## src/dccf_pkg.sv

```systemverilog
// constants, codes and helper functions shared by both framer ends
// assumes a single 250 MHz clock and nibble-wide payload transfer
package dccf_pkg;

  // ----------------------------------------------------------------
  // frame geometry
  // ----------------------------------------------------------------
  localparam logic [3:0] NUM_ROWS      = 4'd12;
  localparam logic [3:0] LAST_ROW      = 4'd11;
  localparam logic [5:0] POI_BYTE      = 6'd2;
  localparam logic [5:0] POH_BYTE      = 6'd3;
  localparam logic [5:0] CELL_FIRST    = 6'd4;
  localparam logic [5:0] LAST_BYTE     = 6'd56;
  localparam logic [3:0] TRAILER_SHORT = 4'd13;
  localparam logic [3:0] TRAILER_LONG  = 4'd14;
  localparam logic [3:0] ROW_B1        = 4'd7;
  localparam logic [3:0] ROW_G1        = 4'd8;
  localparam logic [3:0] ROW_C1        = 4'd11;

  // ----------------------------------------------------------------
  // octet and nibble codes
  // ----------------------------------------------------------------
  localparam logic [7:0]  FIRST_ALIGN_OCTET  = 8'hF6;
  localparam logic [7:0]  SECOND_ALIGN_OCTET = 8'h28;
  localparam logic [15:0] ALIGN_WORD         = 16'hF628;
  localparam logic [7:0]  C1_PHASE1          = 8'hFF;
  localparam logic [7:0]  C1_PHASE2          = 8'h00;
  localparam logic [7:0]  C1_PHASE3_NOSTUFF  = 8'h66;
  localparam logic [7:0]  C1_PHASE3_STUFF    = 8'h99;
  localparam logic [7:0]  GROWTH_OCTET       = 8'h00;
  localparam logic [3:0]  TRAILER_NIBBLE     = 4'hC;
  localparam logic [3:0]  FAR_END_ERROR_COUNT_NONE          = 4'hF;
  localparam logic [3:0]  FAR_END_ERROR_COUNT_MAX           = 4'h8;
  localparam logic [7:0]  IDLE_HDR_LAST      = 8'h01;
  localparam logic [7:0]  IDLE_HEC           = 8'h52;
  localparam logic [7:0]  IDLE_FILL          = 8'h6A;

  // ----------------------------------------------------------------
  // alarm timing
  // ----------------------------------------------------------------
  localparam longint unsigned CLK_PERIOD_PS  = 64'd4000;
  localparam longint unsigned RAI_SET_MS     = 64'd2000;
  localparam longint unsigned RAI_CLEAR_MS   = 64'd15000;
  localparam longint unsigned RAI_SET_CYC    = (RAI_SET_MS * 64'd1000000000 + CLK_PERIOD_PS - 64'd1) / CLK_PERIOD_PS;
  localparam longint unsigned RAI_CLEAR_CYC  = (RAI_CLEAR_MS * 64'd1000000000 + CLK_PERIOD_PS - 64'd1) / CLK_PERIOD_PS;
  localparam logic [3:0]      RAI_FRAMES     = 4'd10;
  localparam logic [1:0]      LOF_ROWS       = 2'd2;

  typedef enum logic [1:0] {DCCF_HUNT, DCCF_PRESYNC, DCCF_SYNC} dccf_rx_state_type;

  // row identifier code for each row, top row first
  function automatic logic [7:0] dccf_row_code(input logic [3:0] row);
    logic [7:0] c;
    c = 8'h00;
    unique case (row)
      4'd0:    c = 8'h2C;
      4'd1:    c = 8'h29;
      4'd2:    c = 8'h25;
      4'd3:    c = 8'h20;
      4'd4:    c = 8'h1C;
      4'd5:    c = 8'h19;
      4'd6:    c = 8'h15;
      4'd7:    c = 8'h10;
      4'd8:    c = 8'h0D;
      4'd9:    c = 8'h08;
      4'd10:   c = 8'h04;
      4'd11:   c = 8'h01;
      default: c = 8'h00;
    endcase
    return c;
  endfunction

  function automatic logic [3:0] dccf_popcount8(input logic [7:0] v);
    logic [3:0] n;
    n = 4'd0;
    for (int i = 0; i < 8; i++)
      n = n + {3'd0, v[i]};
    return n;
  endfunction

endpackage

```

## src/dccf_link_if.sv

```systemverilog
// payload nibble stream between the two convergence framer ends
// assumes both ends share mclk; the ds3 line framer sits outside
`timescale 1ns/1ps
interface dccf_link_if;
  logic [3:0] nib;
  logic       nib_valid;
  logic       cbit_mode;

  modport tx_end (output nib, output nib_valid, output cbit_mode);
  modport rx_end (input nib, input nib_valid, input cbit_mode);
endinterface

```

## src/dccf_tx_end.sv

```systemverilog
// transmit convergence framer: cells in, payload nibbles out
// assumes pay_slot pulses once per ds3 payload nibble position
`timescale 1ns/1ps

// Summary of operation
// - C-bit parity default, clear-channel fallback selectable
// - each cell goes into a frame slot
// - twelve rows, four overhead octets, one cell
// - frame nibble aligned, free of ds3 framing
// - every payload slot carries data, never stuff
// - rows top down, octets msb first
// - rows start with two alignment octets
// - parity covers path overhead octet and cells, previous frame
// - per-bit even parity, eight results
// - three-frame cycle, stuff only in third
// - trailer 13, 14, then 13 or 14
// - cycle octet encodes phase and stuff
// - status octet: error count, alarm, spare
// - report previous frame errors, else 1111
// - invalid received error counts mean zero
// - alarm bit after soak, cleared after absence
// - alarm declared after ten equal frames
// - third octet carries fixed row code
// - receiver ignores unassigned overhead octets
// - growth octets sent zero, ignored received
// - trailer nibbles are 1100
// - find alignment, then take cells directly
module dccf_tx_end
  import dccf_pkg::*;
#(
  parameter logic [31:0] RAI_SET_COUNT   = 32'(dccf_pkg::RAI_SET_CYC),
  parameter logic [31:0] RAI_CLEAR_COUNT = 32'(dccf_pkg::RAI_CLEAR_CYC)
)(
  // clock and reset
  input  logic             mclk,
  input  logic             rst_n,
  // line side
  dccf_link_if.tx_end      link,
  // payload timing and framing control
  input  logic             pay_slot,
  input  logic             stuff_req,
  input  logic             clear_channel,
  // local receiver report and alarm source
  input  logic             err_report,
  input  logic [3:0]       err_count,
  input  logic             incoming_failure,
  output logic             rai_sent,
  // cell byte input
  input  logic [7:0]       cell_byte,
  input  logic             cell_valid,
  output logic             cell_ready
);
  import dccf_pkg::*;

  // ----------------------------------------------------------------
  // two-entry cell byte buffer
  // ----------------------------------------------------------------
  logic [7:0] buf_mem [2];
  logic       wr_ptr_q;
  logic       rd_ptr_q;
  logic [1:0] buf_cnt_q;
  logic       push;
  logic       pop;

  assign cell_ready = (buf_cnt_q != 2'd2);
  assign push       = cell_valid && cell_ready;

  always_ff @(posedge mclk)
  begin
    if (push)
      buf_mem[wr_ptr_q] <= cell_byte;
  end

  always_ff @(posedge mclk or negedge rst_n)
  begin
    if (!rst_n)
    begin
      wr_ptr_q  <= 1'b0;
      rd_ptr_q  <= 1'b0;
      buf_cnt_q <= 2'd0;
    end
    else
    begin
      if (push)
        wr_ptr_q <= ~wr_ptr_q;
      if (pop)
        rd_ptr_q <= ~rd_ptr_q;
      buf_cnt_q <= buf_cnt_q + {1'b0, push} - {1'b0, pop};
    end
  end

  // ----------------------------------------------------------------
  // frame position
  // ----------------------------------------------------------------
  logic [3:0] row_q;
  logic [5:0] byte_q;
  logic       half_q;
  logic       in_trl_q;
  logic [3:0] trl_q;
  logic [1:0] phase_q;
  logic       stuff_q;
  logic       idle_q;
  logic [3:0] trl_len;
  logic       frame_end;
  logic       idle_now;

  assign trl_len   = (phase_q == 2'd1 || (phase_q == 2'd2 && stuff_q)) ? TRAILER_LONG : TRAILER_SHORT;
  assign frame_end = pay_slot && in_trl_q && (trl_q == trl_len - 4'd1);
  assign idle_now  = (byte_q == CELL_FIRST) ? (buf_cnt_q == 2'd0) : idle_q;
  // a cell that runs dry mid-slot is padded with zero octets
  assign pop       = pay_slot && !in_trl_q && !half_q && byte_q >= CELL_FIRST && !idle_now
                     && buf_cnt_q != 2'd0;

  always_ff @(posedge mclk or negedge rst_n)
  begin
    if (!rst_n)
    begin
      row_q    <= 4'd0;
      byte_q   <= 6'd0;
      half_q   <= 1'b0;
      in_trl_q <= 1'b0;
      trl_q    <= 4'd0;
    end
    else if (pay_slot)
    begin
      if (in_trl_q)
      begin
        if (frame_end)
        begin
          in_trl_q <= 1'b0;
          trl_q    <= 4'd0;
          row_q    <= 4'd0;
        end
        else
          trl_q <= trl_q + 4'd1;
      end
      else if (!half_q)
        half_q <= 1'b1;
      else
      begin
        half_q <= 1'b0;
        if (byte_q == LAST_BYTE)
        begin
          byte_q <= 6'd0;
          if (row_q == LAST_ROW)
            in_trl_q <= 1'b1;
          else
            row_q <= row_q + 4'd1;
        end
        else
          byte_q <= byte_q + 6'd1;
      end
    end
  end

  // stuff cycle advances once per frame
  always_ff @(posedge mclk or negedge rst_n)
  begin
    if (!rst_n)
    begin
      phase_q <= 2'd0;
      stuff_q <= 1'b0;
    end
    else if (frame_end)
    begin
      phase_q <= (phase_q == 2'd2) ? 2'd0 : phase_q + 2'd1;
      stuff_q <= (phase_q == 2'd1) ? stuff_req : 1'b0;
    end
  end

  always_ff @(posedge mclk or negedge rst_n)
  begin
    if (!rst_n)
      idle_q <= 1'b0;
    else if (pay_slot && !in_trl_q && !half_q && byte_q == CELL_FIRST)
      idle_q <= idle_now;
  end

  // ----------------------------------------------------------------
  // overhead and octet selection
  // ----------------------------------------------------------------
  logic [7:0] bip_acc_q;
  logic [7:0] bip_prev_q;
  logic [3:0] far_end_error_count_q;
  logic       rai_q;
  logic [7:0] path_overhead_octet;
  logic [7:0] cur_byte;
  logic [7:0] cell_oct;
  logic [5:0] cell_idx;

  always_comb
  begin
    unique case (row_q)
      ROW_B1:  path_overhead_octet = bip_prev_q;
      ROW_G1:  path_overhead_octet = {far_end_error_count_q, rai_q, 3'b000};
      ROW_C1:  path_overhead_octet = (phase_q == 2'd0) ? C1_PHASE1 : (phase_q == 2'd1) ? C1_PHASE2 :
                     stuff_q ? C1_PHASE3_STUFF : C1_PHASE3_NOSTUFF;
      default: path_overhead_octet = GROWTH_OCTET;
    endcase
  end

  assign cell_idx = byte_q - CELL_FIRST;

  always_comb
  begin
    cell_oct = 8'h00;
    if (idle_now)
      cell_oct = (cell_idx == 6'd3) ? IDLE_HDR_LAST : (cell_idx == 6'd4) ? IDLE_HEC :
                 (cell_idx > 6'd4) ? IDLE_FILL : 8'h00;
    else if (buf_cnt_q != 2'd0)
      cell_oct = buf_mem[rd_ptr_q];
  end

  always_comb
  begin
    unique case (byte_q)
      6'd0:     cur_byte = FIRST_ALIGN_OCTET;
      6'd1:     cur_byte = SECOND_ALIGN_OCTET;
      POI_BYTE: cur_byte = dccf_row_code(row_q);
      POH_BYTE: cur_byte = path_overhead_octet;
      default:  cur_byte = cell_oct;
    endcase
  end

  // ----------------------------------------------------------------
  // nibble output
  // ----------------------------------------------------------------
  logic [3:0] nib_q;
  logic       nib_valid_q;
  logic [3:0] lo_hold_q;
  logic       cbit_q;

  always_ff @(posedge mclk or negedge rst_n)
  begin
    if (!rst_n)
    begin
      nib_q       <= 4'd0;
      nib_valid_q <= 1'b0;
      lo_hold_q   <= 4'd0;
    end
    else
    begin
      nib_valid_q <= pay_slot;
      if (pay_slot)
      begin
        if (in_trl_q)
          nib_q <= TRAILER_NIBBLE;
        else if (!half_q)
        begin
          nib_q     <= cur_byte[7:4];
          lo_hold_q <= cur_byte[3:0];
        end
        else
          nib_q <= lo_hold_q;
      end
    end
  end

  always_ff @(posedge mclk or negedge rst_n)
  begin
    if (!rst_n)
      cbit_q <= 1'b1;
    else
      cbit_q <= !clear_channel;
  end

  assign link.nib       = nib_q;
  assign link.nib_valid = nib_valid_q;
  assign link.cbit_mode = cbit_q;

  // ----------------------------------------------------------------
  // parity over overhead octet and cell
  // ----------------------------------------------------------------
  always_ff @(posedge mclk or negedge rst_n)
  begin
    if (!rst_n)
    begin
      bip_acc_q  <= 8'h00;
      bip_prev_q <= 8'h00;
    end
    else if (frame_end)
    begin
      bip_prev_q <= bip_acc_q;
      bip_acc_q  <= 8'h00;
    end
    else if (pay_slot && !in_trl_q && !half_q && byte_q >= POH_BYTE)
      bip_acc_q <= bip_acc_q ^ cur_byte;
  end

  // ----------------------------------------------------------------
  // path status: error count and remote alarm
  // ----------------------------------------------------------------
  logic        fail_s1_q;
  logic        fail_s2_q;
  logic        fail_s3_q;
  logic        fail_q;
  logic [31:0] soak_q;

  // 1111 until the local receiver has produced a first count
  always_ff @(posedge mclk or negedge rst_n)
  begin
    if (!rst_n)
      far_end_error_count_q <= FAR_END_ERROR_COUNT_NONE;
    else if (err_report)
      far_end_error_count_q <= (err_count > FAR_END_ERROR_COUNT_MAX) ? FAR_END_ERROR_COUNT_MAX : err_count;
  end

  always_ff @(posedge mclk or negedge rst_n)
  begin
    if (!rst_n)
    begin
      fail_s1_q <= 1'b0;
      fail_s2_q <= 1'b0;
      fail_s3_q <= 1'b0;
      fail_q    <= 1'b0;
    end
    else
    begin
      fail_s1_q <= incoming_failure;
      fail_s2_q <= fail_s1_q;
      fail_s3_q <= fail_s2_q;
      if (fail_s2_q == fail_s3_q)
        fail_q <= fail_s3_q;
    end
  end

  // soak counter restarts whenever the condition breaks
  always_ff @(posedge mclk or negedge rst_n)
  begin
    if (!rst_n)
    begin
      soak_q <= 32'd0;
      rai_q  <= 1'b0;
    end
    else if (fail_q == rai_q)
      soak_q <= 32'd0;
    else if (soak_q == (rai_q ? RAI_CLEAR_COUNT : RAI_SET_COUNT) - 32'd1)
    begin
      soak_q <= 32'd0;
      rai_q  <= fail_q;
    end
    else
      soak_q <= soak_q + 32'd1;
  end

  assign rai_sent = rai_q;

endmodule

```

## src/flat_wrapper.sv

```systemverilog
// flat-port wrapper written by rule: the top's interface ports become plain ports
module dccf_tx_end_flat import dccf_pkg::*;
#(
  parameter logic [31:0] RAI_SET_COUNT   = 32'(dccf_pkg::RAI_SET_CYC),
  parameter logic [31:0] RAI_CLEAR_COUNT = 32'(dccf_pkg::RAI_CLEAR_CYC)
)
  (mclk, rst_n, pay_slot, stuff_req, clear_channel, err_report, err_count, incoming_failure, rai_sent, cell_byte, cell_valid, cell_ready, link_nib, link_nib_valid, link_cbit_mode);
  dccf_link_if link_i ();
  input  logic mclk;
  input  logic rst_n;
  input  logic pay_slot;
  input  logic stuff_req;
  input  logic clear_channel;
  input  logic err_report;
  input  logic [3:0] err_count;
  input  logic incoming_failure;
  output logic rai_sent;
  input  logic [7:0] cell_byte;
  input  logic cell_valid;
  output logic cell_ready;
  output wire logic [$bits(link_i.nib)-1:0] link_nib;
  output wire logic [$bits(link_i.nib_valid)-1:0] link_nib_valid;
  output wire logic [$bits(link_i.cbit_mode)-1:0] link_cbit_mode;
  assign link_nib = link_i.nib;
  assign link_nib_valid = link_i.nib_valid;
  assign link_cbit_mode = link_i.cbit_mode;
  dccf_tx_end #(.RAI_SET_COUNT(RAI_SET_COUNT), .RAI_CLEAR_COUNT(RAI_CLEAR_COUNT)) u_core (.mclk(mclk), .rst_n(rst_n), .link(link_i), .pay_slot(pay_slot), .stuff_req(stuff_req), .clear_channel(clear_channel), .err_report(err_report), .err_count(err_count), .incoming_failure(incoming_failure), .rai_sent(rai_sent), .cell_byte(cell_byte), .cell_valid(cell_valid), .cell_ready(cell_ready));
endmodule
```

## config.mk

```make
export PLATFORM = sky130hd
export DESIGN_NAME = dccf_tx_end_flat
export DESIGN_NICKNAME = d
export VERILOG_FILES = /design/src/dccf_pkg.sv /design/src/dccf_link_if.sv /design/src/dccf_tx_end.sv /design/src/flat_wrapper.sv
export SDC_FILE = /design/constraint.sdc
export NUM_CORES = 1
export LEC_CHECK = 0
export BUFFER_PORTS_ARGS = -buffer_cell sky130_fd_sc_hd__buf_2
export CAP_MARGIN = 20
export CELL_PAD_IN_SITES_DETAIL_PLACEMENT = 1
export CELL_PAD_IN_SITES_GLOBAL_PLACEMENT = 1
export CORE_AREA = 2 2 128 130
export CTS_CLUSTER_DIAMETER = 200
export CTS_CLUSTER_SIZE = 30
export DETAILED_ROUTE_END_ITERATION = 7
export DIE_AREA = 0 0 130 132
export PLACE_DENSITY_LB_ADDON = 0.1
export SYNTH_ARGS = -nofsm -noshare
export SYNTH_HDL_FRONTEND = slang
export SYNTH_SLANG_ARGS = --single-unit
```

## constraint.sdc

```tcl
create_clock -name mclk -period 3.05 [get_ports mclk]
set_input_delay 0.4575 -clock mclk [delete_from_list [all_inputs] [get_ports mclk]]
set_output_delay 0.4575 -clock mclk [all_outputs]
set_load 0.005 [all_outputs]
```

# Word level (Yosys, flattened, before mapping)
# Memory sizes are Yosys's and may differ from the RTL's.
# Index checks and enable logic that the tools add are counted.
# Widths: inputs -> output; s select.
# classes
reduce_logical	29
mux	37
n_eq_ne	19
order_cmp	4
bitwise_logic	6
n_addsub	10
# ops
cell	n
$mux 32	3
$mux 8	9
$mux 4	9
$add 32x1->32 const B	1
$eq 32x32->1	1
$pmux 8 s4	1
$sub 32x1->32 const B	1
$pmux 8 s3	1
$eq 6x2->1 const B	3
$eq 6x3->1 const B	2
$logic_and 1x1->1	11
$mux 1	10
$add 4x1->4 const B	2
$eq 4x4->1 const B	2
$reduce_bool 2->1	4
$xor 8x8->8	1
$mux 7	1
$add 6x1->6 const B	1
$eq 6x1->1 const B	1
$eq 6x6->1 const B	1
$ge 6x2->1 const B	1
$ge 6x3->1 const B	1
$gt 6x3->1 const B	1
$logic_not 6->1	1
22 further kinds	36
# word_totals
romBits	80
ramBits	16
word_cells	131
ff_bits	91
out_inout_bits	8
mem_count	2
# mem_list
name	words	width	rd	rd_ports_with_merged_regs	write_ports	line	rtl
(name not given)	16	5	1	0	0	dccf_pkg.sv:55	unique case (row)
u_core.buf_mem	2	8	1	0	1	dccf_tx_end.sv:58	logic [7:0] buf_mem [2];

# Logic depth before layout (Yosys ltp)
# Gate-level depths: netlist (run 1).
# depth
depth_word	10
ltp_mapped	11
mapped_depth_nobuf	10

# Worst setup path after synthesis (run 1)
# OpenSTA, ideal clock, no wires.
# synth_timing
path_kind	reg2reg
start	register u_core.byte_q[0]
end	register u_core.buf_cnt_q[1]
required_ns	2.927
path_buffers	1
arrival_ns	2.103
setup_ns	0.123
slack_ns	0.824
period_less_slack_ns	2.226
stages_incl_launch_ff	12
cell_sequence	dfrtp_1 inv_1 ha_1 buf_2 o211a_1 a2bb2oi_2 nor3_1 ha_1 inv_1 ha_1 xnor2_1 xnor2_1
# synth_between
elab_chain_cells	6
elab_cells_between_ends	8
classes_between	add/sub: 1; order compare: 1; eq/ne: 1; mux: 1; reduce/logical: 4
# synth_lines
element	line	rtl
start, declared	dccf_tx_end.sv:96	logic [5:0] byte_q;
start signal, assigned	dccf_tx_end.sv:151	byte_q <= byte_q + 6'd1;
parallel branches: the longest is 3 deep, another holds $ge 6x3->1	-	
$logic_and 1x1->1 (*)	dccf_tx_end.sv:111	assign pop = pay_slot && !in_trl_q && !half_q && byte_q >= CELL_FIRST && !idle_now
$logic_and 1x1->1 (*)	dccf_tx_end.sv:112	&& buf_cnt_q != 2'd0;
named net u_core.pop	dccf_tx_end.sv:63	logic pop;
$sub 2x1->2 (*)	dccf_tx_end.sv:88	buf_cnt_q <= buf_cnt_q + {1'b0, push} - {1'b0, pop};
end signal, assigned	dccf_tx_end.sv:88	
end, declared	dccf_tx_end.sv:61	logic [1:0] buf_cnt_q;
# Mark *: on every way through the listed nets, which the timed path passes.
# A chain may end at the register's enable or synchronous reset.

# Worst setup path after layout (run 1)
# Same ends and word-level chain as after synthesis.

==> flow_metrics.py, run 1 <==
metrics = {
    "critical_path": {
        "r2r_start": "u_core.byte_q[0]$_DFFE_PN0P_",
        "critPathCapture": "u_core.buf_cnt_q[1]$_DFF_PN0_",
        "reg2regPathDepth": 10,
        "crit_type": "reg -> reg",
        "endpoint_kind": "flip-flop",
        "crit_arrival_ps": 3000,
        "r2r_slack_ps": 330,
        "startpoint_type": "flip-flop",
        "cp-startpoint": "u_core.byte_q[0]$_DFFE_PN0P_",
        "path_max_fanout": 11,
        "critPathRequiredTime_ps": 3330,
        "reg2reg_to": "u_core.buf_cnt_q[1]$_DFF_PN0_",
    },
    "timing": {
        "rsz0062_at_grt": "false",
        "fin_hold_ws_ps": 149,
        "min_period_ps": 2720,
        "fmax_mhz": 368,
        "post-route-period-util_pct": 89.1,
        "fin_skew_ps": 7.26,
        "worst_pin_slew_ps": 899,
        "slew_viol_final": 0,
        "finalHoldViolations": 0,
        "final-setup-viol-count": 0,
        "slew_headroom_pct": 40.1,
        "finalSetupTns_ps": 0,
    },
    "global_routing": {
        "grt_pass1_wl_mm": 22.3,
        "antenna_found_initial": 0,
        "grt_pass1_vias": 4170,
        "grt_use_total_pct": 16.5,
        "grt_overflow_total": 0,
        "grt_max_degree": 53,
    },
    "die": {
        "rows": 46,
        "core_sq_mm": 0.0157,
        "die_w_microns": 130,
        "boundaryPins": 28,
        "fp.dieH_microns": 132,
        "die_area_sq_mm": 0.0172,
        "initial_core_util_pct": 34.8,
    },
    "logic_synthesis": {
        "yosysTopAreaCell": "dfrtp_1",
        "netlist_area_sq_mm": 0.00547,
        "yosysWarnings": 0,
        "ys_ff_latch": 107,
        "synth.distinct_cells": 71,
        "synth_edf_count": 16,
        "async_flop_share_pct": 85.0,
        "synthTopCellsByArea": "dfrtp_1 39%, edfxtp_1 8.8%, nand2_1 4.8%",
        "synth-seq-area-share_pct": 50.6,
        "ys.flop_type": "dfrtp_1",
        "postSynthCellCount": 533,
        "syn_nets": 564,
        "synth_top_area_share_pct": 39.4,
        "avgSynthCellArea_sq_um": 10.3,
    },
    "clock_tree": {
        "clk_latency_ps": 350,
        "cts_tree": "yes",
        "post_cts_buffers": 0,
        "holdBufCountCts": 0,
        "clockBufferDepth": 2,
        "path_clk_slew_ps": 80,
        "cts.sinks": 107,
        "cts_resized": 0,
        "htree_levels": 3,
        "cts_made_buffers": 9,
        "root_buffer": "clkbuf_16",
    },
    "finish": {
        "drive_gt1_share_pct": 14.4,
        "nets": 588,
        "antenna_cells": 0,
        "layout_common_cells": "86 x dfrtp_1, 70 x nand2_1, 57 x nor2_1",
        "final_common_cell": "dfrtp_1",
        "syn2layout_area_growth_pct": 12.2,
    },
    "placement": {
        "numPortBuffers": 27,
        "place_congestion": 0.790,
        "dp_hpwl_mm": 9.38,
    },
    "power_and_ir_drop": {
        "irDropWorstVdd_v": 0.000376,
        "p_leak_nw": 2.66,
        "p_per_area_mw_per_mm2": 809,
    },
    "detailed_routing": {
        "viasPerCell": 5.09,
        "wl_per_cell_microns": 16.7,
        "detailedRoute.firstPassIterationCount": 4,
        "ant_nets": 0,
        "vias": 3960,
        "drc": 0,
        "drtIter0Drc": 150,
        "finalWirelength_mm": 13.0,
    },
    "worst_hold_path": {
        "hold_class": "in -> async",
    },
    "run_status": {
        "status": "finished clean",
    },
    "run": {
        "drv_cap": 0,
    },
}
[cell usage after synthesis, drive strengths merged, types with 6 or more instances]
cell,n
buf,12
nand3,26
inv,21
nor4,7
xor2,22
nor2,61
nand2,70
o211ai,8
ha,11
clkbuf,6
o21ai,29
xnor2,17
edfxtp,16
and2,9
and3,8
mux2i,14
nor3,9
nand4,8
dfrtp,86
a21oi,11
[routing by layer]
layer | share of wire (%) | track usage [%] | vias to the layer above
met5 | 0 | 0 | -
met1 | 52 | 24.4 | 1970
li1 | - | - | 1930
met2 | 44 | 24.3 | 48
met3 | 2.7 | 3.41 | 12
met4 | 1.4 | 4.66 | 0
[area by class of cell]
type                            count  area, sq um
Clock buffer                        9          225
Inverter                           21         78.8
Multi-Input combinational cell    387         2510
Tap cell                          216          270
Timing Repair Buffer               31          180
Fill cell                        1769         9580
Clock inverter                      7          106
Sequential cell                   107         2760
[flip-flops by register name, summed over array words and instances, names as in the netlist, 2 cells and up]
signal,flops
u_core.bip_acc_q,8
u_core.bip_prev_q,8
u_core.trl_q,4
u_core.lo_hold_q,4
u_core.byte_q,6
u_core.row_q,4
u_core.phase_q,2
u_core.far_end_error_count_q,4
u_core.soak_q,32
u_core.link.nib,4
u_core.buf_mem,16
u_core.buf_cnt_q,2
[where the power goes]
group	total [W]	leakage, nW	switching [W]	internal [W]
clock	0.00131	0.163	0.000574	0.000737
sequential	0.00208	1.33	0.000314	0.00177
combinational	0.00157	1.17	0.000959	0.000609
[worst max-delay path, stage by stage (launching register included)]
cell and delay (ps):
dfrtp_1 440, inv_1 150, ha_1 420, o211a_1 230, a2bb2oi_2 120, nor3_1 480
ha_1 320, inv_1 60, ha_1 150, xnor2_1 130, xnor2_1 140
[how the worst min path moves through the flow]
stage / cells past startpoint / end / slack [ps] / startpoint
2_1_floorplan: 0 / u_core.bip_acc_q[0]$_DFFE_PN0P_ / 160 / rst_n
3_3_place_gp: 0 / u_core.fail_s2_q$_DFF_PN0_ / 330 / u_core.fail_s1_q$_DFF_PN0_
3_5_place_dp: 0 / u_core.fail_s2_q$_DFF_PN0_ / 340 / u_core.fail_s1_q$_DFF_PN0_
4_1_cts: 1 / u_core.soak_q[25]$_DFF_PN0_ / 180 / rst_n
5_1_grt: 1 / u_core.soak_q[25]$_DFF_PN0_ / 190 / rst_n
6_report: 1 / u_core.soak_q[25]$_DFF_PN0_ / 150 / rst_n
[cells by family after synthesis]
group / share of synthesized area, %
xor gates and xnor gates: 6.25
AOI/OAI and AO/OA: 10.9
muxes: 3.39
DFF: 50.6
and+or+nand+nor: 22.7
buffers and inverters: 3.53
adders and majority gates: 2.70
[through the flow]
stage,instance area [sq um],setup slack [ps],power (W),std cells,utilization (%)
3_3_place_gp,5800,492,0.00366,762,36.9
2_1_floorplan,5470,824,0.00320,533,-
6_report,6130,334,0.00496,778,39.0
5_1_grt,6130,147,0.00534,778,39.0
3_5_place_dp,5800,394,0.00370,762,36.9
4_1_cts,6130,355,0.00504,778,39.0
Power figures use the tool's default switching activity.
==> run 2, diff against run 1 <==
--- a/config.mk
+++ b/config.mk
@@ -9,11 +9,11 @@
 export CAP_MARGIN = 20
 export CELL_PAD_IN_SITES_DETAIL_PLACEMENT = 1
 export CELL_PAD_IN_SITES_GLOBAL_PLACEMENT = 1
-export CORE_AREA = 2 2 128 130
+export CORE_AREA = 2 2 135 124
 export CTS_CLUSTER_DIAMETER = 200
 export CTS_CLUSTER_SIZE = 30
 export DETAILED_ROUTE_END_ITERATION = 7
-export DIE_AREA = 0 0 130 132
+export DIE_AREA = 0 0 137 126
 export PLACE_DENSITY_LB_ADDON = 0.1
 export SYNTH_ARGS = -nofsm -noshare
 export SYNTH_HDL_FRONTEND = slang
==> flow_metrics.py, run 2 (same netlist as run 1, synthesis figures left out) <==
metrics = {
    "timing": {
        "finalSetupTns_ps": 0,
        "worst_pin_slew_ps": 855,
        "rsz0062_at_grt": "false",
        "finalHoldViolations": 0,
        "post-route-period-util_pct": 86.6,
        "fmax_mhz": 379,
        "fin_skew_ps": 13.8,
        "min_period_ps": 2640,
        "slew_viol_final": 0,
        "slew_headroom_pct": 43.0,
        "final-setup-viol-count": 0,
    },
    "critical_path": {
        "endpoint_kind": "flip-flop",
        "cpMostUsedCell": "ha_1",
        "r2r_start": "u_core.byte_q[0]$_DFFE_PN0P_",
        "critPathSlowestCell": "dfrtp_1",
        "crit_type": "reg -> reg",
        "critPathRequiredTime_ps": 3340,
        "path_max_fanout": 11,
        "crit_arrival_ps": 2930,
        "r2r_slack_ps": 410,
        "cp_slowest_stage_delay_ps": 450,
        "crit_buf_inv": 2,
        "crit_chain": "inv_1 > ha_1 > o211a_1 > a2bb2oi_2 > nor3_1 > ha_1 > inv_1 > ha_1 > xnor2_1 > xnor2_1",
        "cp-startpoint": "u_core.byte_q[0]$_DFFE_PN0P_",
        "startpoint_type": "flip-flop",
        "cp_top_family": "adder cells",
    },
    "finish": {
        "layout_common_cells": "86 x dfrtp_1, 70 x nand2_1, 57 x nor2_1",
        "stdcell_area_sq_mm": 0.00614,
        "final_common_cell": "dfrtp_1",
        "antenna_cells": 0,
        "stdcell_count": 769,
        "drive_gt1_share_pct": 14.2,
        "nets": 588,
        "fin_util_pct": 38.7,
        "reg_top3": "u_core.soak_q (32), u_core.buf_mem (16)",
        "syn2layout_area_growth_pct": 12.3,
        "largest-register": "u_core.soak_q",
        "largest_reg_flops": 32,
    },
    "clock_tree": {
        "cts.sinks": 107,
        "clk_latency_ps": 360,
        "htree_levels": 3,
        "root_buffer": "clkbuf_16",
        "path_clk_slew_ps": 80,
        "clockBufferDepth": 2,
        "cts_made_buffers": 9,
        "cts_tree": "yes",
    },
    "global_routing": {
        "grt_use_total_pct": 16.4,
        "grt_max_degree": 80,
        "grt_pass1_wl_mm": 22.1,
        "grt_pass1_vias": 4135,
        "grt_overflow_total": 0,
        "antenna_found_initial": 0,
    },
    "placement": {
        "dp_cells": 751,
        "numPortBuffers": 27,
        "place_congestion": 0.755,
        "dpl_cell_area_sq_mm": 0.00576,
        "dp_hpwl_mm": 9.31,
    },
    "die": {
        "core_sq_mm": 0.0159,
        "initial_core_util_pct": 34.5,
        "die_w_microns": 137,
        "rows": 44,
        "die_area_sq_mm": 0.0173,
        "fp.dieH_microns": 126,
        "boundaryPins": 28,
    },
    "power_and_ir_drop": {
        "p_switching_w": 0.00186,
        "pwr-share-clk_pct": 26.3,
        "irDropWorstVdd_v": 0.000339,
        "p_sw_share_pct": 37.4,
        "p_int_w": 0.00312,
        "p_leak_nw": 2.66,
        "comb_power_share_pct": 32.0,
        "p_per_area_mw_per_mm2": 811,
        "seq_power_share_pct": 41.7,
    },
    "detailed_routing": {
        "finalWirelength_mm": 12.9,
        "drc": 0,
        "viasPerCell": 5.11,
        "wl_met1_mm": 6.09,
        "routed-wl-met3_microns": 349,
        "wl_met2_mm": 6.32,
        "ant_nets": 0,
        "top_layer": "met4",
        "wl_per_cell_microns": 16.8,
        "drtIter0Drc": 157,
        "vias": 3929,
        "detailedRoute.firstPassIterationCount": 4,
    },
    "run_status": {
        "status": "finished clean",
    },
    "run": {
        "drv_cap": 0,
    },
    "worst_hold_path": {
        "hold_class": "in -> reg",
        "hp-start": "clear_channel",
    },
}
-- run 2: cell type report --
| cell class | count | area, sq um |
|---|---|---|
| Fill cell | 1810 | 9720 |
| Sequential cell | 107 | 2760 |
| Multi-Input combinational cell | 387 | 2510 |
| Tap cell | 207 | 259 |
| Clock buffer | 9 | 225 |
| Timing Repair Buffer | 31 | 190 |
| Clock inverter | 7 | 110 |
| Inverter | 21 | 78.8 |
-- run 2: per-stage QoR --
| stage | setup WS, ps | hold WS, ps | total power [W] |
|---|---|---|---|
| after CTS | 412 | 180 | 0.00505 |
| after global routing | 152 | 178 | 0.00536 |
| final | 408 | 192 | 0.00498 |
| after detailed placement | 418 | 337 | 0.00371 |
| after floorplan | 824 | 162 | 0.00320 |
| after global placement | 505 | 340 | 0.00366 |
-- run 2: repair_timing --
action                                 in CTS  in global routing
hold buffers                                0                  1
endpoints found under the hold margin       0                  4
resized for setup                           0                  0
setup buffers                               0                  0
-- run 2: final timing paths --
path,end,cells after the start
max reg2reg,u_core.buf_cnt_q[1]$_DFF_PN0_,10
max in group asynchronous,u_core.far_end_error_count_q[2]$_DFFE_PN1P_,4
min reg2reg,u_core.fail_s2_q$_DFF_PN0_,0
min in group asynchronous,u_core.lo_hold_q[2]$_DFFE_PN0P_,2
min,u_core.link.cbit_mode$_DFF_PN1_,2
max,u_core.buf_cnt_q[1]$_DFF_PN0_,10
-- run 2: per-layer routing --
layer,vias to the layer above,track usage (%)
li1,1921,-
met1,1963,22.1
met2,36,26.7
met3,9,4.11
met4,0,3.52
met5,-,0
-- run 2: power by group through the flow --
stage	logic, W	registers (W)	clock network, W
2_1_floorplan	0.00122	0.00198	0
3_3_place_gp	0.00156	0.00209	0
3_5_place_dp	0.00160	0.00211	0
4_1_cts	0.00161	0.00208	0.00136
5_1_grt	0.00181	0.00214	0.00141
6_report	0.00159	0.00208	0.00131
